$ cat src/dap_defs.svh
`ifndef DAP_DEFS_SVH
`define DAP_DEFS_SVH

// ----------------------------------------
// Conversion path
// ----------------------------------------
`define DAP_WORD_W 10
`define DAP_LATENCY 5
`define DAP_MSB 9
`define DAP_SYNC_N 4
// Pin sync bit positions
`define DAP_PIN_FMT 0
`define DAP_PIN_SLEEP 1
`define DAP_PIN_PD 2
`define DAP_PIN_OEN 3
`define DAP_PIN_RST 4'h8

// ----------------------------------------
// Register map
// ----------------------------------------
`define DAP_ADDR_W 4
`define DAP_OFF_CTRL 4'h0
`define DAP_OFF_STATUS 4'h4
`define DAP_OFF_DATA 4'h8
`define DAP_CTRL_RST 2'h0
`define DAP_CTRL_SLEEP 0
`define DAP_CTRL_PD 1
`define DAP_DATA_B_LSB 16
`define DAP_RESP_OKAY 2'h0
`define DAP_RESP_SLVERR 2'h2

`endif

$ cat src/dap_pkg.sv
package dap_pkg;
  typedef logic [9:0] dap_word_t;
  typedef struct packed {
    logic valid;
    dap_word_t a;
    dap_word_t b;
  } dap_pair_t;
endpackage

$ cat src/dap_top.sv
// The AXI4-Lite interface to the registers and the address map were left to the implementer.
`timescale 1ns/100ps
`include "dap_defs.svh"

// Summary of operation
// - Both channels are sampled together on every rising clock edge while power-down is inactive.
// - A sample's word reaches the output buses five cycles after capture.
// - Words change after a rising edge and are valid at the next one.
// - Each channel has its own 10-bit bus with bit 9 as the MSB.
// - Format low gives straight offset binary coding.
// - Format high gives two's complement coding.
// - Output enable low-active; high puts both buses in high impedance.
// - Power-down with outputs enabled holds every bit at its last value.
// - Sleep stops both converters so no new words are produced.
// - With output enable low the buses are actively driven.
// - With power-down and sleep low a conversion occurs every cycle.
module dap_top (
  input wire logic clock_in,
  input wire logic resetn_in,
  input wire logic [9:0] chan_a_sample_in,
  input wire logic [9:0] chan_b_sample_in,
  input wire logic format_sel_in,
  input wire logic sleep_in,
  input wire logic power_down_in,
  input wire logic output_enable_n_in,
  output logic [9:0] chan_a_word_out,
  output logic [9:0] chan_a_word_oe_out,
  output logic [9:0] chan_b_word_out,
  output logic [9:0] chan_b_word_oe_out,
  input wire logic [3:0] s_axi_awaddr,
  input wire logic s_axi_awvalid,
  output logic s_axi_awready,
  input wire logic [31:0] s_axi_wdata,
  input wire logic [3:0] s_axi_wstrb,
  input wire logic s_axi_wvalid,
  output logic s_axi_wready,
  output logic [1:0] s_axi_bresp,
  output logic s_axi_bvalid,
  input wire logic s_axi_bready,
  input wire logic [3:0] s_axi_araddr,
  input wire logic s_axi_arvalid,
  output logic s_axi_arready,
  output logic [31:0] s_axi_rdata,
  output logic [1:0] s_axi_rresp,
  output logic s_axi_rvalid,
  input wire logic s_axi_rready
);

  // ----------------------------------------
  // Helpers
  // ----------------------------------------
  function automatic dap_pkg::dap_word_t code_word(
    input dap_pkg::dap_word_t raw, input logic twos);
    code_word = raw;
    if (twos) begin
      code_word[`DAP_MSB] = ~raw[`DAP_MSB];
    end
  endfunction

  // ----------------------------------------
  // Pin synchronisers
  // ----------------------------------------
  logic [3:0] pin_raw;
  logic [3:0] s1_reg;
  logic [3:0] s2_reg;
  logic [3:0] s3_reg;
  logic [3:0] pin_reg;
  localparam logic [3:0] PIN_RST = `DAP_PIN_RST;

  assign pin_raw = {output_enable_n_in, power_down_in, sleep_in,
                    format_sel_in};

  genvar gi;
  generate
    for (gi = 0; gi < `DAP_SYNC_N; gi++) begin : g_sync
      always_ff @(posedge clock_in or negedge resetn_in) begin
        if (!resetn_in) begin
          s1_reg[gi] <= PIN_RST[gi];
          s2_reg[gi] <= PIN_RST[gi];
          s3_reg[gi] <= PIN_RST[gi];
          pin_reg[gi] <= PIN_RST[gi];
        end else begin
          s1_reg[gi] <= pin_raw[gi];
          s2_reg[gi] <= s1_reg[gi];
          s3_reg[gi] <= s2_reg[gi];
          if (s2_reg[gi] == s3_reg[gi]) begin
            pin_reg[gi] <= s3_reg[gi];
          end
        end
      end
    end
  endgenerate

  // ----------------------------------------
  // Mode decode
  // ----------------------------------------
  logic [1:0] ctrl_reg;
  logic fmt_twos;
  logic sleep_eff;
  logic pd_eff;
  logic oen_eff;
  logic run;

  assign fmt_twos = pin_reg[`DAP_PIN_FMT];
  assign sleep_eff = pin_reg[`DAP_PIN_SLEEP] | ctrl_reg[`DAP_CTRL_SLEEP];
  assign pd_eff = pin_reg[`DAP_PIN_PD] | ctrl_reg[`DAP_CTRL_PD];
  assign oen_eff = pin_reg[`DAP_PIN_OEN];
  assign run = !sleep_eff && !pd_eff;

  // ----------------------------------------
  // Conversion pipeline
  // ----------------------------------------
  dap_pkg::dap_pair_t pipe_reg [0:`DAP_LATENCY-1];
  dap_pkg::dap_pair_t out_reg;
  dap_pkg::dap_pair_t take;

  assign take = '{valid: run, a: chan_a_sample_in, b: chan_b_sample_in};

  generate
    for (gi = 0; gi < `DAP_LATENCY; gi++) begin : g_pipe
      always_ff @(posedge clock_in or negedge resetn_in) begin
        if (!resetn_in) begin
          pipe_reg[gi] <= '0;
        end else if (!pd_eff) begin
          if (gi == 0) begin
            pipe_reg[gi] <= take;
          end else begin
            pipe_reg[gi] <= pipe_reg[(gi > 0) ? gi - 1 : 0];
          end
        end
      end
    end
  endgenerate

  always_ff @(posedge clock_in or negedge resetn_in) begin
    if (!resetn_in) begin
      out_reg <= '0;
    end else if (!pd_eff && pipe_reg[`DAP_LATENCY-1].valid) begin
      out_reg.valid <= 1'b1;
      out_reg.a <= code_word(pipe_reg[`DAP_LATENCY-1].a, fmt_twos);
      out_reg.b <= code_word(pipe_reg[`DAP_LATENCY-1].b, fmt_twos);
    end
  end

  assign chan_a_word_out = out_reg.a;
  assign chan_b_word_out = out_reg.b;
  assign chan_a_word_oe_out = {`DAP_WORD_W{!oen_eff}};
  assign chan_b_word_oe_out = {`DAP_WORD_W{!oen_eff}};

  // ----------------------------------------
  // AXI4-Lite slave
  // ----------------------------------------
  logic aw_held_reg;
  logic w_held_reg;
  logic [3:0] awaddr_reg;
  logic [31:0] wdata_reg;
  logic wstrb0_reg;
  logic bvalid_reg;
  logic [1:0] bresp_reg;
  logic rvalid_reg;
  logic [31:0] rdata_reg;
  logic [1:0] rresp_reg;
  logic aw_fire;
  logic w_fire;
  logic wr_go;
  logic wr_ctrl;
  logic rd_hit;
  logic [31:0] rd_word;

  assign s_axi_awready = !aw_held_reg && !bvalid_reg;
  assign s_axi_wready = !w_held_reg && !bvalid_reg;
  assign aw_fire = s_axi_awvalid && s_axi_awready;
  assign w_fire = s_axi_wvalid && s_axi_wready;
  assign wr_go = aw_held_reg && w_held_reg && !bvalid_reg;
  assign wr_ctrl = wr_go && (awaddr_reg == `DAP_OFF_CTRL);
  assign s_axi_bvalid = bvalid_reg;
  assign s_axi_bresp = bresp_reg;
  assign s_axi_arready = !rvalid_reg;
  assign s_axi_rvalid = rvalid_reg;
  assign s_axi_rdata = rdata_reg;
  assign s_axi_rresp = rresp_reg;
  assign rd_hit = (s_axi_araddr == `DAP_OFF_CTRL) ||
                  (s_axi_araddr == `DAP_OFF_STATUS) ||
                  (s_axi_araddr == `DAP_OFF_DATA);
  assign rd_word =
    (s_axi_araddr == `DAP_OFF_CTRL) ? {30'h0, ctrl_reg} :
    (s_axi_araddr == `DAP_OFF_STATUS) ?
      {25'h0, out_reg.valid, run, pin_reg, 1'b0} :
    (s_axi_araddr == `DAP_OFF_DATA) ?
      {6'h0, out_reg.b, 6'h0, out_reg.a} : 32'h0;

  always_ff @(posedge clock_in or negedge resetn_in) begin
    if (!resetn_in) begin
      aw_held_reg <= 1'b0;
      w_held_reg <= 1'b0;
      awaddr_reg <= 4'h0;
      wdata_reg <= 32'h0;
      wstrb0_reg <= 1'b0;
      bvalid_reg <= 1'b0;
      bresp_reg <= `DAP_RESP_OKAY;
      ctrl_reg <= `DAP_CTRL_RST;
    end else begin
      if (aw_fire) begin
        aw_held_reg <= 1'b1;
        awaddr_reg <= s_axi_awaddr;
      end
      if (w_fire) begin
        w_held_reg <= 1'b1;
        wdata_reg <= s_axi_wdata;
        wstrb0_reg <= s_axi_wstrb[0];
      end
      if (wr_go) begin
        aw_held_reg <= 1'b0;
        w_held_reg <= 1'b0;
        bvalid_reg <= 1'b1;
        bresp_reg <= wr_ctrl ? `DAP_RESP_OKAY : `DAP_RESP_SLVERR;
      end else if (bvalid_reg && s_axi_bready) begin
        bvalid_reg <= 1'b0;
      end
      if (wr_ctrl && wstrb0_reg) begin
        ctrl_reg <= wdata_reg[1:0];
      end
    end
  end

  always_ff @(posedge clock_in or negedge resetn_in) begin
    if (!resetn_in) begin
      rvalid_reg <= 1'b0;
      rdata_reg <= 32'h0;
      rresp_reg <= `DAP_RESP_OKAY;
    end else if (s_axi_arvalid && s_axi_arready) begin
      rvalid_reg <= 1'b1;
      rdata_reg <= rd_word;
      rresp_reg <= rd_hit ? `DAP_RESP_OKAY : `DAP_RESP_SLVERR;
    end else if (rvalid_reg && s_axi_rready) begin
      rvalid_reg <= 1'b0;
    end
  end
endmodule // dap_top

$ cat config.mk
export PLATFORM = sky130hd
export DESIGN_NAME = dap_top
export DESIGN_NICKNAME = d
export VERILOG_FILES = /design/src/dap_pkg.sv /design/src/dap_top.sv
export VERILOG_INCLUDE_DIRS = /design/src
export SDC_FILE = /design/constraint.sdc
export NUM_CORES = 1
export LEC_CHECK = 0
export BUFFER_PORTS_ARGS = -buffer_cell sky130_fd_sc_hd__buf_2
export CORE_MARGIN = 8
export CORE_UTILIZATION = 35
export CTS_BUF_LIST = sky130_fd_sc_hd__clkbuf_2
export DETAILED_ROUTE_END_ITERATION = 16
export HOLD_SLACK_MARGIN = 0.05
export PLACE_DENSITY = 0.6
export SLEW_MARGIN = 5
export SYNTH_ARGS = -nofsm -noshare
export SYNTH_HDL_FRONTEND = slang
export SYNTH_SLANG_ARGS = --single-unit
$ cat constraint.sdc
create_clock -name clock_in -period 2.3 [get_ports clock_in]
set_clock_uncertainty 0.1 [all_clocks]
set_input_delay 0.345 -clock clock_in [delete_from_list [all_inputs] [get_ports clock_in]]
set_output_delay 0.345 -clock clock_in [all_outputs]
set_load 0.02 [all_outputs]
==> out/metrics.sh <==
SYNTH_SEQ_CELLS=177
POST-SYNTH-TOP-AREA-CELL='sky130_fd_sc_hd__dfrtp_1'
DIE_FOOTPRINT_UM2=24900
SYNTH-XOR-AREA-SHARE_PCT=0.248
CTS_MAX_PATH_BUFS=2
ANTENNA_FOUND_INITIAL=1
DRT.ANTENNA.VIOLATING_NETS=0
DPL_WORST_SLACK_NS=0.524
SETUP-VIOLATIONS-FINAL=0
FINALINSTANCEAREA_UM2=8360
CELL_INTERNAL_PWR_mW=6.43
GLOBALPLACE.CONGESTION=0.775
DRIVE_ABOVE_1_SHARE_PCT=48.4
SYNTH_TOP_AREA_SHARE_PCT=61.4
CLKSINKCOUNT=177
DPL.HPWL_UM=8870
POWER.SWITCHING_FRACTION_PCT=31.9
DRT-VIAS-PER-INSTANCE=4.42
DRT_ITER0_MARKERS=160
ROUTED_WL_UM=12700
SYNTHSIMPLEGATEAREAFRAC_PCT=2.73
DETAILEDROUTE.FIRSTPASSITERATIONCOUNT=4
FINAL_GLOBAL_ROUTE_OVERFLOW_TOTAL=0
SYNTHCELLS=461
WORSTREGTOREGCELLS=4
FMAXACHIEVABLE_GHz=0.456
FINALMAXSLEWVIOLATIONS=0
MOST-COMMON-LAYOUT-CELLS='sky130_fd_sc_hd__dfrtp_1, sky130_fd_sc_hd__mux2_2, sky130_fd_sc_hd__buf_2'
WORST_HOLD_PATH.NUM_CELLS=2
PIN_COUNT_OF_THE_BIGGEST_NET_ENTERING_GLOBAL_ROUTING=62
SEQ_AREA_FRAC_SYNTH_PCT=62.9
MOST_COMMON_CELL_AFTER_LAYOUT_FILL_AND_TAPS_ASIDE='sky130_fd_sc_hd__dfrtp_1'
CRITICAL_PATH.ENDPOINT_TYPE='output port'
WORST-PATH-MAX-FANOUT=5
DRV.MAX_CAP_VIOLATION_COUNT=0
PLACEMENT.IO_BUFFERS=108
POST_SYNTH_DESIGN_CELL_AREA_UM2=7050
COMBPWRFRAC_PCT=31.5
ROW_COUNT=52
CRITICAL_PATH.CELL_CHAIN='buf_12 -> clkinvlp_4 -> buf_2'
SEQ_POWER_SHARE_PCT=53.6
CP-START-KIND='flop'
DIE_WIDTH_UM=158
FINAL.SETUP.WORST_SLACK_NS=0.106
LAYOUT.CORE_UTILIZATION_PCT=41.8
CTS-ROOT-BUF='sky130_fd_sc_hd__clkbuf_2'
POST_SYNTH.CELL_AREA_AVG_UM2=15.3
HOLD_VIOL_FINAL=0
CRITPATHARRIVALTIME_NS=1.75
ROUTE.DETAILED.DRC=0
OUTCOME='completed'
SYNTH.TOP_CELLS.BY_AREA='sky130_fd_sc_hd__dfrtp_1, sky130_fd_sc_hd__mux2_2, sky130_fd_sc_hd__buf_4, sky130_fd_sc_hd__mux2_4, sky130_fd_sc_hd__a22o_1'
POST_DP_CELL_AREA_UM2=7560
DIE_H_UM=158
MAXSLEWHEADROOM_PCT=62.5
WORST_SKEW_PAIR.LATE_LATENCY_NS=0.68
MAX_FFS_PER_REGISTER=105
SYNTH.YOSYS.WARNINGS=0
YOSYS.AREA_SHARE.ADDER_PCT=0.568
WORST_IR_DROP_VDD_mV=0.340
CRITICAL-PATH-SLOWEST-CELL='sky130_fd_sc_hd__dfstp_2'
COREAREA_UM2=20000
YS_TYPES=38
ROUTE.DETAILED.WL_PER_INST_UM=14.4
TIMING_WORST_SETUP_PATH_TYPE='reg2out'
NUMBER_OF_LEVELS_IN_THE_CLOCK_H_TREE=4
NUM-NETS-FINAL=669
HOLD_PATH.CLASS='in2reg'
CELLPOWERDENSITY_nW_PER_UM2=1130
IOS=156
CTS_TREE='built'
GRT_UTIL_ALL_LAYERS_PCT=10.4
SYNTH_TOP_FAMILY_BY_AREA='multiplexers'
POWER_FRAC_CLOCK_PCT=14.9
CP_SLOWEST_STAGE_DELAY_NS=0.66
EFFECTIVE_UTILIZATION_AT_FLOORPLAN_PCT=35.3
NUMBER_OF_BUFFERS_CREATED_BY_CTS=17
UNREPAIRED_SETUP_ENDPOINTS_AFTER_GLOBAL_ROUTING='true'
CRIT_REQUIRED_NS=1.86
POST_CTS_CLOCK_SLEW_AT_THE_LAUNCH_AND_CAPTURE_REGISTERS_OF_THE_WORST_SETUP_AND_HOLD_PATHS_NS=0.23
P_LEAK_nW=3.84
FINAL.PERIOD_UTILIZATION_PCT=95.4
SWITCHING_POWER_mW=3.02
SYNTH-COMPOUND-AREA-SHARE_PCT=3.62
WORST_PIN_SLEW_NS=0.562
FIRST_GLOBAL_VIAS=4096
TIMING.FINAL.CRIT_PERIOD_NS=2.19
FRACTION_OF_SYNTHESIZED_AREA_IN_MULTIPLEXERS_PCT=21.9
VIAS=3877
FILL_COUNT=1832
FIRST_PASS_GRT_WIRE_LENGTH_UM=20900
AREAGROWTHSYNTHTOFINISH_PCT=18.5
-- path summary, 6_finish.rpt --
kind / from / endpoint / slack, ns
max in group asynchronous: resetn_in / pipe_reg[47] / 0.74
min in group asynchronous: resetn_in / s_axi_rdata[21] / 0.60
max reg2reg: s_axi_bvalid / wdata_reg[1] / 0.39
min: output_enable_n_in / s1_reg[3] / 0.18
max: oen_eff / chan_b_word_oe_out[4] / 0.11
min reg2reg: s1_reg[3] / s2_reg[3] / 0.27
-- synth_stat cells --
library cell,n
sky130_fd_sc_hd__dfrtp_1,173
sky130_fd_sc_hd__mux2_2,116
sky130_fd_sc_hd__buf_4,54
sky130_fd_sc_hd__mux2_4,15
sky130_fd_sc_hd__a22o_1,13
sky130_fd_sc_hd__nand2_1,11
sky130_fd_sc_hd__o21ai_0,10
sky130_fd_sc_hd__buf_6,8
sky130_fd_sc_hd__buf_2,6
sky130_fd_sc_hd__nor2_1,6
sky130_fd_sc_hd__a21oi_1,4
sky130_fd_sc_hd__a22oi_1,4
sky130_fd_sc_hd__dfstp_2,4
sky130_fd_sc_hd__inv_1,4
sky130_fd_sc_hd__maj3_1,4
sky130_fd_sc_hd__clkbuf_1,2
sky130_fd_sc_hd__nand2b_1,2
sky130_fd_sc_hd__nor2b_1,2
sky130_fd_sc_hd__nor4_1,2
sky130_fd_sc_hd__o41ai_1,2
sky130_fd_sc_hd__xnor2_1,2
sky130_fd_sc_hd__a21boi_0,1
sky130_fd_sc_hd__a21o_1,1
sky130_fd_sc_hd__a221oi_1,1
sky130_fd_sc_hd__and2_0,1
sky130_fd_sc_hd__and2_1,1
sky130_fd_sc_hd__and3_1,1
sky130_fd_sc_hd__and3b_1,1
sky130_fd_sc_hd__buf_12,1
sky130_fd_sc_hd__conb_1,1
sky130_fd_sc_hd__mux2i_1,1
sky130_fd_sc_hd__nand3b_1,1
sky130_fd_sc_hd__nor3_1,1
sky130_fd_sc_hd__nor4_4,1
sky130_fd_sc_hd__or2_1,1
sky130_fd_sc_hd__or2_2,1
sky130_fd_sc_hd__or2_4,1
sky130_fd_sc_hd__or3b_1,1
-- per-stage QoR --
step | TNS (ns) | std cells | total power, mW | hold WS [ns]
final | 0 | 878 | 9.45 | 0.180
after global routing | -0.694 | 878 | 10.1 | 0.0922
after CTS | 0 | 871 | 9.56 | 0.0955
after detailed placement | 0 | 791 | 8.04 | 0.235
after global placement | 0 | 791 | 7.88 | 0.237
after floorplan | 0 | 474 | 7.48 | -0.0506
-- metal layers --
metal  wire (µm)  part of all wire (%)  track usage, %  vias to the layer above
li1            -                     -               -                     1813
met5           0                     0               0                        -
met1        5780                    46            13.3                     1934
met4         241                   1.9            4.22                        0
met2        5800                    46            16.7                      109
met3         867                   6.8            2.48                       21
-- timing repair --
item | in CTS | in global routing
setup buffers | 0 | 3
gates resized for setup | 0 | 18
hold buffers | 48 | 0
setup endpoints to repair | 0 | 20
hold endpoints to repair | 216 | 0
-- cell families (layout without fill, tap and decap cells) --
group / after synthesis / in the layout
DFF: 177 / 177
muxes: 132 / 132
buffers and inverters: 75 / 208
AOI/OAI and AO/OA: 36 / 36
and+or+nand+nor: 34 / 34
adders and majority gates: 4 / 4
xor gates and xnor gates: 2 / 2
other: 1 / 15
-- power by group through the flow --
stage / clock network [mW] / logic (mW) / registers (mW)
finish: 1.40 / 2.98 / 5.07
global route: 1.59 / 3.24 / 5.26
CTS: 1.48 / 2.99 / 5.09
detailed placement: 0 / 2.87 / 5.17
global placement: 0 / 2.77 / 5.12
floorplan: 0 / 2.54 / 4.94
-- cell type report --
cell class | count | area, µm² | share of cell area, %
Timing Repair inverter | 3 | 22.5 | 0.270
Tap cell | 270 | 338 | 4.04
Antenna cell | 1 | 2.50 | 0.0299
Sequential cell | 177 | 4430 | 53.1
Timing Repair Buffer | 169 | 1230 | 14.7
Clock buffer | 18 | 90.1 | 1.08
Multi-Input combinational cell | 222 | 2100 | 25.2
Clock inverter | 14 | 114 | 1.36
Inverter | 4 | 18.8 | 0.225
-- critical path: cells and delay by family, from the launching register on --
kind,cells,cell delay (ns)
buf+inv,3,0.43
flops,1,0.66
No activity file was read; power rests on OpenSTA's default activity.
